$ cat src/include/spr_consts.svh
// Constants for the sensor power and reset sequencer
`ifndef SPR_CONSTS_SVH
`define SPR_CONSTS_SVH
// ********
// Own register byte offsets
// ********
`define SPR_ADDR_CTRL       8'h00
`define SPR_ADDR_STATUS     8'h04
`define SPR_ADDR_SERCMD     8'h08
`define SPR_ADDR_STREAMVAL  8'h0c
`define SPR_ADDR_STANDBY    8'h10
`define SPR_CTRL_UP         0
`define SPR_CTRL_DOWN       1
`define SPR_CTRL_CFG_DONE   2
`define SPR_STREAMVAL_RST   16'h0000
`define SPR_STANDBY_RST     16'h0064
`define SPR_RESP_OKAY       2'h0
`define SPR_RESP_SLVERR     2'h2
// ********
// Sensor side
// ********
`define SPR_SENSOR_CONTROL  16'h301a
`define SPR_STREAM_BIT      2
`define SPR_NUM_RAILS       5
`define SPR_RAIL_PLL        0
`define SPR_RAIL_ANALOG     1
`define SPR_RAIL_IO         2
`define SPR_RAIL_CORE       3
`define SPR_RAIL_SERIAL     4
// ********
// Timing, in printed units
// ********
`define SPR_CLK_PERIOD_NS   40
`define SPR_RAIL_STEP_US    10
`define SPR_HARD_RESET_MS   1
`define SPR_INIT_EXTCLKS    150000
`define SPR_PLL_LOCK_MS     1
`define SPR_OFF_TIME_MS     100
`define SPR_EXTERNAL_INPUT_CLOCK_HALF     1
`endif

$ cat src/include/spr_pkg.sv
// Types shared by the sequencer files
package spr_pkg;
  typedef enum logic [3:0] {
    ST_OFF, ST_RAMP_UP, ST_RESET_HOLD, ST_INIT_WAIT, ST_CONFIG, ST_PLL_WAIT,
    ST_STREAM_ON, ST_STREAMING, ST_STREAM_OFF, ST_STANDBY_WAIT, ST_RAMP_DOWN,
    ST_DISCHARGE
  } spr_state_e;
endpackage : spr_pkg

$ cat src/design/spr_sequencer.sv
// Host-side power, reset, clock and streaming sequencer for the image sensor
//
// Contract
// - PLL supply on first.
// - Input clock off until last rail settles.
// - Reset low at least 1 ms after rails settle.
// - No configuration before 150000 input clocks after reset release.
// - Settings written only in software standby.
// - At least 1 ms PLL lock wait before streaming.
// - Streaming starts by writing one to bit 2 of sensor_control.
// - Stop streaming, reach soft standby, then remove supplies.
// - Rails go off: serial output, core, IO, analog and pixel, PLL.
// - All supplies stay off at least 100 ms before next power-up.
//
// The AXI4-Lite register port was decided locally.
`timescale 1ns/1ps
`include "spr_consts.svh"
module spr_sequencer #(
  parameter int MS_CYC     = (`SPR_HARD_RESET_MS * 1000000 + `SPR_CLK_PERIOD_NS - 1) / `SPR_CLK_PERIOD_NS,
  parameter int PLL_CYC    = (`SPR_PLL_LOCK_MS * 1000000 + `SPR_CLK_PERIOD_NS - 1) / `SPR_CLK_PERIOD_NS,
  parameter int INIT_CLKS  = `SPR_INIT_EXTCLKS,
  parameter int OFF_CYC    = (`SPR_OFF_TIME_MS * 1000000 + `SPR_CLK_PERIOD_NS - 1) / `SPR_CLK_PERIOD_NS,
  parameter int EXT_HALF   = `SPR_EXTERNAL_INPUT_CLOCK_HALF
) (
  input  wire logic        aclk,
  input  wire logic        aresetn,
  input  wire logic [7:0]  s_axi_awaddr,
  input  wire logic        s_axi_awvalid,
  output logic             s_axi_awready,
  input  wire logic [31:0] s_axi_wdata,
  input  wire logic [3:0]  s_axi_wstrb,
  input  wire logic        s_axi_wvalid,
  output logic             s_axi_wready,
  output logic [1:0]       s_axi_bresp,
  output logic             s_axi_bvalid,
  input  wire logic        s_axi_bready,
  input  wire logic [7:0]  s_axi_araddr,
  input  wire logic        s_axi_arvalid,
  output logic             s_axi_arready,
  output logic [31:0]      s_axi_rdata,
  output logic [1:0]       s_axi_rresp,
  output logic             s_axi_rvalid,
  input  wire logic        s_axi_rready,
  output logic             pll_supply_en,
  output logic             analog_supply_en,
  output logic             pixel_array_supply_en,
  output logic             io_supply_en,
  output logic             core_supply_en,
  output logic             serial_output_supply_en,
  output logic             external_input_clock,
  output logic             sensor_reset_n,
  output logic             ser_req,
  output logic [15:0]      ser_addr,
  output logic [15:0]      ser_data,
  input  wire logic        ser_ack
);
  localparam int RAIL_CYC = (`SPR_RAIL_STEP_US * 1000 + `SPR_CLK_PERIOD_NS - 1) / `SPR_CLK_PERIOD_NS;

  if (MS_CYC < 1 || PLL_CYC < 1 || INIT_CLKS < 1 || OFF_CYC < 1) begin : g_chk
    $error("Timing parameters must be at least one");
  end

  spr_pkg::spr_state_e st_q;
  logic [`SPR_NUM_RAILS-1:0] rail_q;
  logic [2:0]  idx_q;
  logic [31:0] tmr_q;
  logic        clk_run_q;
  logic        rst_n_q;
  logic [15:0] stream_val_q;
  logic [15:0] standby_q;
  logic        ext_rise;
  logic        wr_en;
  logic [7:0]  wr_addr;
  logic [31:0] wr_data;
  logic [3:0]  wr_strb;
  logic        wr_ok;
  logic [31:0] rd_data;
  logic        rd_ok;
  logic        up_cmd;
  logic        down_cmd;
  logic        cfg_done_cmd;
  logic        launch_cmd;
  logic        launch_on;
  logic        launch_off;
  logic        tick;
  logic        tmr_done;
  logic        go_down;

  // Byte-lane merge for the stream value and standby own registers
  function automatic logic [15:0] merge16(input logic [15:0] old_v,
                                          input logic [31:0] new_v,
                                          input logic [3:0]  strb);
    merge16 = old_v;
    if (strb[0]) merge16[7:0] = new_v[7:0];
    if (strb[1]) merge16[15:8] = new_v[15:8];
  endfunction : merge16

  function automatic logic known_addr(input logic [7:0] a);
    known_addr = (a == `SPR_ADDR_CTRL) || (a == `SPR_ADDR_STATUS) || (a == `SPR_ADDR_SERCMD)
              || (a == `SPR_ADDR_STREAMVAL) || (a == `SPR_ADDR_STANDBY);
  endfunction : known_addr

  // ********
  // Bus slave and input clock divider
  // ********
  spr_axil_slave u_bus (
    .aclk    (aclk),
    .aresetn (aresetn),
    .awaddr  (s_axi_awaddr),
    .awvalid (s_axi_awvalid),
    .awready (s_axi_awready),
    .wdata   (s_axi_wdata),
    .wstrb   (s_axi_wstrb),
    .wvalid  (s_axi_wvalid),
    .wready  (s_axi_wready),
    .bresp   (s_axi_bresp),
    .bvalid  (s_axi_bvalid),
    .bready  (s_axi_bready),
    .araddr  (s_axi_araddr),
    .arvalid (s_axi_arvalid),
    .arready (s_axi_arready),
    .rdata   (s_axi_rdata),
    .rresp   (s_axi_rresp),
    .rvalid  (s_axi_rvalid),
    .rready  (s_axi_rready),
    .wr_en   (wr_en),
    .wr_addr (wr_addr),
    .wr_data (wr_data),
    .wr_strb (wr_strb),
    .wr_ok   (wr_ok),
    .rd_data (rd_data),
    .rd_ok   (rd_ok)
  );

  spr_clk_div #(
    .HALF (EXT_HALF)
  ) u_div (
    .aclk    (aclk),
    .aresetn (aresetn),
    .run     (clk_run_q),
    .clk_q   (external_input_clock),
    .rise_q  (ext_rise)
  );

  // ********
  // Register decode
  // ********
  always_comb begin
    wr_ok = known_addr(wr_addr);
    rd_ok = known_addr(s_axi_araddr);
    if (s_axi_araddr == `SPR_ADDR_STATUS) begin
      rd_data = {20'h00000, rst_n_q, clk_run_q, rail_q, ser_req, st_q};
    end else if (s_axi_araddr == `SPR_ADDR_SERCMD) begin
      rd_data = {ser_addr, ser_data};
    end else if (s_axi_araddr == `SPR_ADDR_STREAMVAL) begin
      rd_data = {16'h0000, stream_val_q};
    end else if (s_axi_araddr == `SPR_ADDR_STANDBY) begin
      rd_data = {16'h0000, standby_q};
    end else begin
      rd_data = 32'h0000_0000;
    end
  end

  always_comb begin
    up_cmd       = wr_en && wr_addr == `SPR_ADDR_CTRL && wr_strb[0] && wr_data[`SPR_CTRL_UP];
    down_cmd     = wr_en && wr_addr == `SPR_ADDR_CTRL && wr_strb[0] && wr_data[`SPR_CTRL_DOWN];
    cfg_done_cmd = wr_en && wr_addr == `SPR_ADDR_CTRL && wr_strb[0] && wr_data[`SPR_CTRL_CFG_DONE];
    // Settings only flow while the sensor sits in software standby
    launch_cmd   = wr_en && wr_addr == `SPR_ADDR_SERCMD && (&wr_strb)
                && st_q == spr_pkg::ST_CONFIG && !ser_req;
    launch_on    = st_q == spr_pkg::ST_PLL_WAIT && tmr_done;
    launch_off   = st_q == spr_pkg::ST_STREAMING && down_cmd;
    tick         = (st_q == spr_pkg::ST_INIT_WAIT) ? ext_rise : 1'b1;
    tmr_done     = tmr_q == 32'h0000_0000;
    go_down      = down_cmd && (st_q == spr_pkg::ST_RAMP_UP || st_q == spr_pkg::ST_RESET_HOLD
                || st_q == spr_pkg::ST_INIT_WAIT || (st_q == spr_pkg::ST_CONFIG && !ser_req));
  end

  always_ff @(posedge aclk) begin
    if (!aresetn) begin
      stream_val_q <= `SPR_STREAMVAL_RST;
      standby_q    <= `SPR_STANDBY_RST;
    end else if (wr_en && wr_addr == `SPR_ADDR_STREAMVAL) begin
      stream_val_q <= merge16(stream_val_q, wr_data, wr_strb);
    end else if (wr_en && wr_addr == `SPR_ADDR_STANDBY) begin
      standby_q <= merge16(standby_q, wr_data, wr_strb);
    end
  end

  // ********
  // Serial write request towards the two-wire master
  // ********
  always_ff @(posedge aclk) begin
    if (!aresetn) begin
      ser_req  <= 1'b0;
      ser_addr <= 16'h0000;
      ser_data <= 16'h0000;
    end else if (launch_cmd) begin
      ser_req  <= 1'b1;
      ser_addr <= wr_data[31:16];
      ser_data <= wr_data[15:0];
    end else if (launch_on) begin
      ser_req  <= 1'b1;
      ser_addr <= `SPR_SENSOR_CONTROL;
      ser_data <= stream_val_q | (16'h0001 << `SPR_STREAM_BIT);
    end else if (launch_off) begin
      ser_req  <= 1'b1;
      ser_addr <= `SPR_SENSOR_CONTROL;
      ser_data <= stream_val_q & ~(16'h0001 << `SPR_STREAM_BIT);
    end else if (ser_ack) begin
      ser_req <= 1'b0;
    end
  end

  // ********
  // Sequencing state machine
  // ********
  always_ff @(posedge aclk) begin
    if (!aresetn) begin
      st_q      <= spr_pkg::ST_OFF;
      rail_q    <= '0;
      idx_q     <= 3'h0;
      tmr_q     <= 32'h0000_0000;
      clk_run_q <= 1'b0;
      rst_n_q   <= 1'b0;
    end else begin
      if (!tmr_done && tick) begin
        tmr_q <= tmr_q - 32'h0000_0001;
      end
      case (st_q)
        spr_pkg::ST_OFF: begin
          if (up_cmd) begin
            rail_q[`SPR_RAIL_PLL] <= 1'b1;
            idx_q <= 3'(`SPR_RAIL_ANALOG);
            tmr_q <= 32'(RAIL_CYC);
            st_q  <= spr_pkg::ST_RAMP_UP;
          end
        end
        spr_pkg::ST_RAMP_UP: begin
          if (tmr_done && idx_q == 3'(`SPR_NUM_RAILS)) begin
            // Last rail has had its settle step
            clk_run_q <= 1'b1;
            tmr_q     <= 32'(MS_CYC);
            st_q      <= spr_pkg::ST_RESET_HOLD;
          end else if (tmr_done) begin
            rail_q[idx_q] <= 1'b1;
            idx_q         <= idx_q + 3'h1;
            tmr_q         <= 32'(RAIL_CYC);
          end
        end
        spr_pkg::ST_RESET_HOLD: begin
          if (tmr_done) begin
            rst_n_q <= 1'b1;
            tmr_q   <= 32'(INIT_CLKS);
            st_q    <= spr_pkg::ST_INIT_WAIT;
          end
        end
        spr_pkg::ST_INIT_WAIT: begin
          if (tmr_done) begin
            st_q <= spr_pkg::ST_CONFIG;
          end
        end
        spr_pkg::ST_CONFIG: begin
          if (cfg_done_cmd && !ser_req) begin
            tmr_q <= 32'(PLL_CYC);
            st_q  <= spr_pkg::ST_PLL_WAIT;
          end
        end
        spr_pkg::ST_PLL_WAIT: begin
          if (tmr_done) begin
            st_q <= spr_pkg::ST_STREAM_ON;
          end
        end
        spr_pkg::ST_STREAM_ON: begin
          if (ser_ack) begin
            st_q <= spr_pkg::ST_STREAMING;
          end
        end
        spr_pkg::ST_STREAMING: begin
          if (down_cmd) begin
            st_q <= spr_pkg::ST_STREAM_OFF;
          end
        end
        spr_pkg::ST_STREAM_OFF: begin
          if (ser_ack) begin
            // Time for the sensor to close its row or frame
            tmr_q <= 32'(standby_q) * 32'(MS_CYC);
            st_q  <= spr_pkg::ST_STANDBY_WAIT;
          end
        end
        spr_pkg::ST_STANDBY_WAIT: begin
          if (tmr_done) begin
            clk_run_q <= 1'b0;
            rst_n_q   <= 1'b0;
            idx_q     <= 3'(`SPR_RAIL_SERIAL);
            tmr_q     <= 32'(RAIL_CYC);
            st_q      <= spr_pkg::ST_RAMP_DOWN;
          end
        end
        spr_pkg::ST_RAMP_DOWN: begin
          // Reverse of power-up: serial output first, PLL last
          if (tmr_done) begin
            rail_q[idx_q] <= 1'b0;
            tmr_q         <= 32'(RAIL_CYC);
            if (idx_q == 3'(`SPR_RAIL_PLL)) begin
              tmr_q <= 32'(OFF_CYC);
              st_q  <= spr_pkg::ST_DISCHARGE;
            end else begin
              idx_q <= idx_q - 3'h1;
            end
          end
        end
        spr_pkg::ST_DISCHARGE: begin
          if (tmr_done) begin
            st_q <= spr_pkg::ST_OFF;
          end
        end
        default: begin
          st_q <= spr_pkg::ST_OFF;
        end
      endcase
      // Not streaming yet, so no standby wait is needed on the way down
      if (go_down) begin
        clk_run_q <= 1'b0;
        rst_n_q   <= 1'b0;
        idx_q     <= 3'(`SPR_RAIL_SERIAL);
        tmr_q     <= 32'(RAIL_CYC);
        st_q      <= spr_pkg::ST_RAMP_DOWN;
      end
    end
  end

  // ********
  // Pin outputs, each straight from a flop
  // ********
  assign pll_supply_en           = rail_q[`SPR_RAIL_PLL];
  assign analog_supply_en        = rail_q[`SPR_RAIL_ANALOG];
  assign pixel_array_supply_en   = rail_q[`SPR_RAIL_ANALOG];
  assign io_supply_en            = rail_q[`SPR_RAIL_IO];
  assign core_supply_en          = rail_q[`SPR_RAIL_CORE];
  assign serial_output_supply_en = rail_q[`SPR_RAIL_SERIAL];
  assign sensor_reset_n          = rst_n_q;
endmodule : spr_sequencer

$ cat src/design/spr_clk_div.sv
// Divider that makes the sensor input clock from aclk
`timescale 1ns/1ps
module spr_clk_div #(
  parameter int HALF = 1
) (
  input  wire logic aclk,
  input  wire logic aresetn,
  input  wire logic run,
  output logic      clk_q,
  output logic      rise_q
);
  logic [15:0] cnt_q;

  if (HALF < 1 || HALF > 65535) begin : g_chk
    $error("HALF out of range");
  end

  // Drops low at once when run falls, even partway through a high phase
  always_ff @(posedge aclk) begin
    if (!aresetn) begin
      cnt_q  <= 16'h0000;
      clk_q  <= 1'b0;
      rise_q <= 1'b0;
    end else begin
      rise_q <= 1'b0;
      if (!run) begin
        cnt_q <= 16'h0000;
        clk_q <= 1'b0;
      end else if (cnt_q == 16'(HALF - 1)) begin
        cnt_q  <= 16'h0000;
        clk_q  <= ~clk_q;
        rise_q <= ~clk_q;
      end else begin
        cnt_q <= cnt_q + 16'h0001;
      end
    end
  end
endmodule : spr_clk_div

$ cat src/design/spr_axil_slave.sv
// AXI4-Lite slave front end for the sequencer registers
`timescale 1ns/1ps
module spr_axil_slave (
  input  wire logic        aclk,
  input  wire logic        aresetn,
  input  wire logic [7:0]  awaddr,
  input  wire logic        awvalid,
  output logic             awready,
  input  wire logic [31:0] wdata,
  input  wire logic [3:0]  wstrb,
  input  wire logic        wvalid,
  output logic             wready,
  output logic [1:0]       bresp,
  output logic             bvalid,
  input  wire logic        bready,
  input  wire logic [7:0]  araddr,
  input  wire logic        arvalid,
  output logic             arready,
  output logic [31:0]      rdata,
  output logic [1:0]       rresp,
  output logic             rvalid,
  input  wire logic        rready,
  output logic             wr_en,
  output logic [7:0]       wr_addr,
  output logic [31:0]      wr_data,
  output logic [3:0]       wr_strb,
  input  wire logic        wr_ok,
  input  wire logic [31:0] rd_data,
  input  wire logic        rd_ok
);
  logic aw_have_q;
  logic w_have_q;

  // ****************************************
  // Write channel
  // ****************************************
  always_ff @(posedge aclk) begin
    if (!aresetn) begin
      awready   <= 1'b1;
      wready    <= 1'b1;
      aw_have_q <= 1'b0;
      w_have_q  <= 1'b0;
      wr_addr   <= 8'h00;
      wr_data   <= 32'h0000_0000;
      wr_strb   <= 4'h0;
      wr_en     <= 1'b0;
      bvalid    <= 1'b0;
      bresp     <= `SPR_RESP_OKAY;
    end else begin
      wr_en <= 1'b0;
      if (awvalid && awready) begin
        wr_addr   <= awaddr;
        awready   <= 1'b0;
        aw_have_q <= 1'b1;
      end
      if (wvalid && wready) begin
        wr_data  <= wdata;
        wr_strb  <= wstrb;
        wready   <= 1'b0;
        w_have_q <= 1'b1;
      end
      if (aw_have_q && w_have_q) begin
        wr_en     <= 1'b1;
        aw_have_q <= 1'b0;
        w_have_q  <= 1'b0;
        bvalid    <= 1'b1;
        bresp     <= wr_ok ? `SPR_RESP_OKAY : `SPR_RESP_SLVERR;
      end
      if (bvalid && bready) begin
        bvalid  <= 1'b0;
        awready <= 1'b1;
        wready  <= 1'b1;
      end
    end
  end

  // ****************************************
  // Read channel
  // ****************************************
  always_ff @(posedge aclk) begin
    if (!aresetn) begin
      arready <= 1'b1;
      rvalid  <= 1'b0;
      rdata   <= 32'h0000_0000;
      rresp   <= `SPR_RESP_OKAY;
    end else if (arvalid && arready) begin
      arready <= 1'b0;
      rvalid  <= 1'b1;
      rdata   <= rd_data;
      rresp   <= rd_ok ? `SPR_RESP_OKAY : `SPR_RESP_SLVERR;
    end else if (rvalid && rready) begin
      rvalid  <= 1'b0;
      arready <= 1'b1;
    end
  end
endmodule : spr_axil_slave

$ cat config.mk
export PLATFORM = sky130hd
export DESIGN_NAME = spr_sequencer
export DESIGN_NICKNAME = d
export VERILOG_FILES = /design/src/include/spr_pkg.sv /design/src/design/spr_sequencer.sv /design/src/design/spr_clk_div.sv /design/src/design/spr_axil_slave.sv
export VERILOG_INCLUDE_DIRS = /design/src /design/src/include
export SDC_FILE = /design/constraint.sdc
export NUM_CORES = 1
export LEC_CHECK = 0
export CAP_MARGIN = 5
export CORE_UTILIZATION = 30
export CTS_CLUSTER_SIZE = 12
export DETAILED_ROUTE_END_ITERATION = 10
export DONT_BUFFER_PORTS = 1
export GPL_TIMING_DRIVEN = 1
export HOLD_SLACK_MARGIN = 0.08
export SETUP_SLACK_MARGIN = 0.1
export SLEW_MARGIN = 10
export SYNTH_ARGS = -nofsm -noshare
export SYNTH_HDL_FRONTEND = slang
export SYNTH_SLANG_ARGS = --single-unit
$ cat constraint.sdc
create_clock -name aclk -period 7.5 [get_ports aclk]
set_input_delay 1.5 -clock aclk [delete_from_list [all_inputs] [get_ports aclk]]
set_output_delay 1.5 -clock aclk [all_outputs]
set_load 0.005 [all_outputs]
======== After elaboration in Yosys (flattened, before gate mapping) ========
Cells that the tools add are included.
storage, ports and cells
  register bits after elaboration ......... 217
  output and inout port bits .............. 82
  input bits .............................. 60
cells by class
  reductions and logical operators ........ 72
  bitwise operators ....................... 7
  order comparisons ....................... 2
  equality and inequality tests ........... 52
  add/subtract/negate cells ............... 4
  $mul .................................... 1
  muxes and demuxes ....................... 69
operators by type and width
  operator                                              count
  two-way mux 32 bit                                    10
  case mux 32 bit (7 select lines)                      1
  two-way mux 16 bit                                    8
  two-way mux 4 bit                                     14
  case mux 4 bit (12 select lines)                      1
  != test 3 bit (second input constant)                 14
  equality test 8 x 4 -> 1 bit (second input constant)  4
  logical NOT 32 bit                                    1
  subtractor 32 x 1 -> 32 bit (second input constant)   1
  multiplier 16 x 12 -> 28 bit (second input constant)  1
  != test 2 bit (second input constant)                 14
  AND reduction 13 bit                                  2
  logical AND 1 bit                                     25
  two-way mux 22 bit                                    1
  two-way mux 3 bit                                     7
  adder 16 x 1 -> 16 bit (second input constant)        1
  equality test 4 x 3 -> 1 bit (second input constant)  4
  equality test 4 bit (second input constant)           4
  equality test 8 x 3 -> 1 bit (second input constant)  2
  equality test 8 x 5 -> 1 bit (second input constant)  2
  logical NOT 16 bit                                    1
  logical NOT 8 bit                                     2
  two-way mux 1 bit                                     15
  two-way mux 5 bit                                     3
  35 further kinds                                      69

======== Depth between registers and ports, before layout ========
  depth after elaboration ................. 8
  gate-level depth with buffers ........... 17
  depth with buffers taken out ............ 17

======== Hierarchy ========
A second synthesis with hierarchy kept.
second synthesis, totals
  cell total of the unflattened synthesis .. 1586
  area total of the unflattened synthesis .. 13509.2 um^2
by module, submodules not included
  module          times used  cells an instance  sequential area each (um^2)  area an instance (um^2)
  spr_sequencer   1           1108               2222.1                       9203.8
  spr_axil_slave  1           389                1721.7                       3434.5
  spr_clk_div     1           89                 360.3                        870.8

======== Least setup slack after synthesis ========
OpenSTA, ideal clock, no wires.
  path kind ............................... register to register
  from .................................... reg standby_q[3]
  to ...................................... reg tmr_q[30]
  slack ................................... 3003 ps
  buffers on the path ..................... 0
  stages on the path, launching flop included .. 18
  arrival time ............................ 4363 ps
  required time ........................... 7366 ps
  period minus slack after synthesis ...... 4497 ps
  cells stage by stage .................... dfxtp_1 -> ha_1 -> ha_1 -> xor2_1 -> ha_1 -> a31o_2 -> fa_1 -> inv_1 -> fa_1 -> inv_1 -> ha_1 -> nand4_1 -> nor4b_1 -> a21oi_1 -> a21o_1 -> o311ai_0 -> xnor2_1 -> o22ai_1
on the way
  word-level cells in the longest chain between the ends .. 3
ends and longest elaborated chain
  what                              line                  source
  start, declared                   spr_sequencer.sv:70   logic [15:0] standby_q;
  start signal, assigned            spr_sequencer.sv:182  standby_q <= `SPR_STANDBY_RST;
  start signal, assigned            spr_sequencer.sv:186  standby_q <= merge16(standby_q, wr_data, wr_strb);
  multiplier 16 x 12 -> 28 bit      spr_sequencer.sv:287  tmr_q <= 32'(standby_q) * 32'(MS_CYC);
  two-way mux 32 bit                spr_sequencer.sv:285  if (ser_ack) begin
  case mux 32 bit (7 select lines)  spr_sequencer.sv:230  case (st_q)
  end signal, assigned              spr_sequencer.sv:228  tmr_q <= tmr_q - 32'h0000_0001;
  end signal, assigned              spr_sequencer.sv:235  tmr_q <= 32'(RAIL_CYC);
  end signal, assigned              spr_sequencer.sv:287
  end, declared                     spr_sequencer.sv:66   logic [31:0] tmr_q;
Every way passes these cells.
A chain may end at the register's enable or synchronous reset.

======== Worst setup path in the final report ========
Same ends and word-level chain as after synthesis.

==> load_flow_metrics.sql <==
INSERT INTO impl_metrics (metric_group, metric, value, unit) VALUES
('outcome', 'outcome', 'complete, no violations', ''),
('clocking', 'worstSkewPairLatency', '0.54', 'ns'),
('cells_and_area', 'layout_commonest_cell', 'nand2_1', ''),
('yosys', 'postSynth.topFlopCell', 'dfxtp_1', ''),
('clocking', 'cts_tree', 'built', ''),
('power_and_ir_drop', 'power.static_leakage', '5.78', 'nW'),
('timing', 'setup_tns', '0', 'ns'),
('routing', 'postRouteAntennaNets', '0', ''),
('timing', 'setup_ws', '2.52', 'ns'),
('timing', 'worst_slew_pin_slew', '1.10', 'ns'),
('timing', 'slew_headroom', '0.260', ''),
('routing', 'routed_wire_length_per_instance', '17.9', 'um'),
('die', 'die_height', '211', 'um'),
('yosys', 'syn-instance-count', '1602', ''),
('clocking', 'cts-root-to-sink-buffers', '3', ''),
('global_routing', 'globalRouteOverflowTotal', '0', ''),
('critical_path', 'timing.rr.start', 'standby_q[3]', ''),
('timing', 'setup_viol_count_final', '0', ''),
('timing', 'clock_skew', '0.0229', 'ns'),
('critical_path', 'critical_path_peak_fanout', '8', ''),
('clocking', 'numClockSinks', '215', ''),
('min_path', 'hold_class', 'reg -> reg', ''),
('yosys', 'async_reset_ff_frac', '0', ''),
('clocking', 'clkTransAtPathRegs', '0.06', 'ns'),
('clocking', 'numCtsBuffers', '24', ''),
('die', 'fp.dieW', '211', 'um'),
('place', 'hpwl', '29100', 'um'),
('critical_path', 'worstRegToRegCells', '17', ''),
('min_path', 'worst_hold_startpoint', 'stream_val_q[11]', ''),
('global_routing', 'global_route_wire_length_before_repair', '60900', 'um'),
('critical_path', 'timing.critical_path.to_type', 'flop', ''),
('cells_and_area', 'flow.area_growth_from_synthesis', '9.89', '%'),
('yosys', 'synth_cell_types', '84', ''),
('cells_and_area', 'layout-drive-gt1-share', '0.0535', ''),
('routing', 'remaining_drc_errors', '0', ''),
('die', 'die_area', '0.0446', 'mm2'),
('yosys', 'synth.ff_latch_count', '215', ''),
('yosys', 'netlist_area', '0.0131', 'mm2'),
('timing', 'timing_hold_violations_final', '0', ''),
('yosys', 'edff_count_synth', '0', ''),
('routing', 'detailroute.via_count', '11100', ''),
('clocking', 'clock_tree.root_cell', 'clkbuf_16', ''),
('die', 'core_area', '0.0431', 'mm2'),
('place', 'detailedPlace.worstSlack', '2.56', 'ns'),
('clocking', 'post_cts_buffers', '0', ''),
('timing', 'post_route_fraction_of_the_period_consumed_by_the_critical_path', '0.664', ''),
('yosys', 'synthXorXnorAreaFrac', '0.0474', ''),
('yosys', 'synth_top_family_by_area', 'simple AND/OR/NAND/NOR gates', ''),
('timing', 'post-route-min-period', '4.98', 'ns'),
('yosys', 'share_of_synthesized_area_spent_on_multiplexers', '0.00401', ''),
('routing', 'detail_route.first_pass.iterations', '6', ''),
('critical_path', 'signal_arrival_time_at_the_worst_endpoint', '5.36', 'ns'),
('place', 'place.gp.congestion', '0.910', ''),
('routing', 'post_detailed_routing_wire_length', '38700', 'um'),
('critical_path', 'cp.required', '7.88', 'ns'),
('clocking', 'postCtsHoldBufs', '0', ''),
('die', 'ios', '142', ''),
('yosys', 'postSynthAreaPerCell', '8.19', 'um2'),
('cells_and_area', 'mostFrequentLayoutCells', 'nand2_1 (259), dfxtp_1 (215), a21oi_1 (163)', ''),
('place', 'numPortBuffers', '0', ''),
('timing', 'fin_worst_hold_slack', '0.453', 'ns'),
('global_routing', 'grt_antenna_before_repair', '0', ''),
('run', 'reported_max_cap_violation_count', '0', ''),
('min_path', 'hold-path-cell-count', '2', ''),
('critical_path', 'cp-startpoint', 'standby_q[3]', ''),
('global_routing', 'grt_max_degree', '88', ''),
('routing', 'detail_route.vias_per_cell', '5.17', ''),
('clocking', 'cts_repair_resize_count', '0', ''),
('routing', 'drt_first_iter_violations', '782', ''),
('timing', 'grt_setup_unrepaired', 'no', ''),
('die', 'core.rowCount', '76', '');
[worst max-delay path, stage by stage, from the launching register on]
cell and delay, ns:
dfxtp_1 0.51, ha_1 0.33, ha_1 0.36, xor2_1 0.16, ha_1 0.19, a31o_2 0.22, fa_1 0.50, inv_1 0.05
fa_1 0.54, inv_1 0.05, ha_1 0.39, nand4_1 0.17, nor4b_1 0.29, a21oi_1 0.16, a21o_1 0.21, o311ai_0 0.41
xnor2_1 0.17, o22ai_1 0.10
[state kept, by name (all words and copies together), names as in the netlist, 3 cells and up, named ones only]
| signal | cells |
|---|---|
| idx_q | 3 |
| ser_addr | 16 |
| ser_data | 16 |
| st_q | 4 |
| standby_q | 16 |
| stream_val_q | 16 |
| tmr_q | 32 |
| u_bus.rdata | 32 |
| u_bus.wr_addr | 8 |
| u_bus.wr_data | 32 |
| u_bus.wr_strb | 4 |
| u_div.cnt_q | 16 |
[layout make-up]
cell class	instances	area (um2)	share of cell area
well taps	585	732	0.0508
clock inverters	8	126	0.00877
multi-input cells	1179	8020	0.556
repair buffers	13	97.6	0.00677
inverters	123	463	0.0321
flip-flops and latches	215	4300	0.299
diodes	1	2.50	0.000174
clock buffers	33	674	0.0468
[cell usage after synthesis, drive strengths merged (30+ instances only)]
master  count  area [um2]
xnor2      35         307
fa         37         741
inv       123         462
dfxtp     215        4300
nand3      73         375
clkbuf     69         259
nand2     259         972
nor2      101         389
a21oi     164         825
xor2       36         315
ha        117        1460
o21ai      55         275
a31oi      30         188
[routing by layer]
metal	global-route usage	part of all wire	vias up
met4	0.0630	0.030	0
met2	0.284	0.47	323
met5	0	0	-
met3	0.0323	0.063	55
met1	0.221	0.44	5271
li1	-	-	5500
[stage by stage]
step / utilization / area (um2) / instances
after CTS: 0.334 / 14400 / 2156
after floorplan: - / 13100 / 1603
after global placement: 0.316 / 13600 / 2115
final: 0.335 / 14400 / 2157
after global routing: 0.335 / 14400 / 2156
after detailed placement: 0.316 / 13600 / 2115
[cell families (layout without fill, tap and decap cells)]
kind of cell	after synthesis	after routing
AO/OA/AOI/OAI	372	372
AND/OR/NAND/NOR	575	575
multiplexers	5	5
buffers and inverters	209	177
flip-flops	215	215
XOR/XNOR	71	71
other	1	3
adder cells (fa/ha/maj)	154	154
[final timing paths]
kind                                         end  slack (ns)
worst min register to register  stream_val_q[11]        0.45
worst max-delay path                   tmr_q[30]        2.52
worst min-delay path            stream_val_q[11]        0.45
worst max register to register         tmr_q[30]        2.52
[report_power, final]
part	total, mW	switching (mW)	internal (mW)	leakage [nW]
Combinational	1.08	0.661	0.418	3.64
Sequential	1.37	0.115	1.25	1.75
Clock	1.21	0.478	0.729	0.395
Total	3.65	1.25	2.40	5.78
Note: power is estimated with default switching activity, not from simulation.
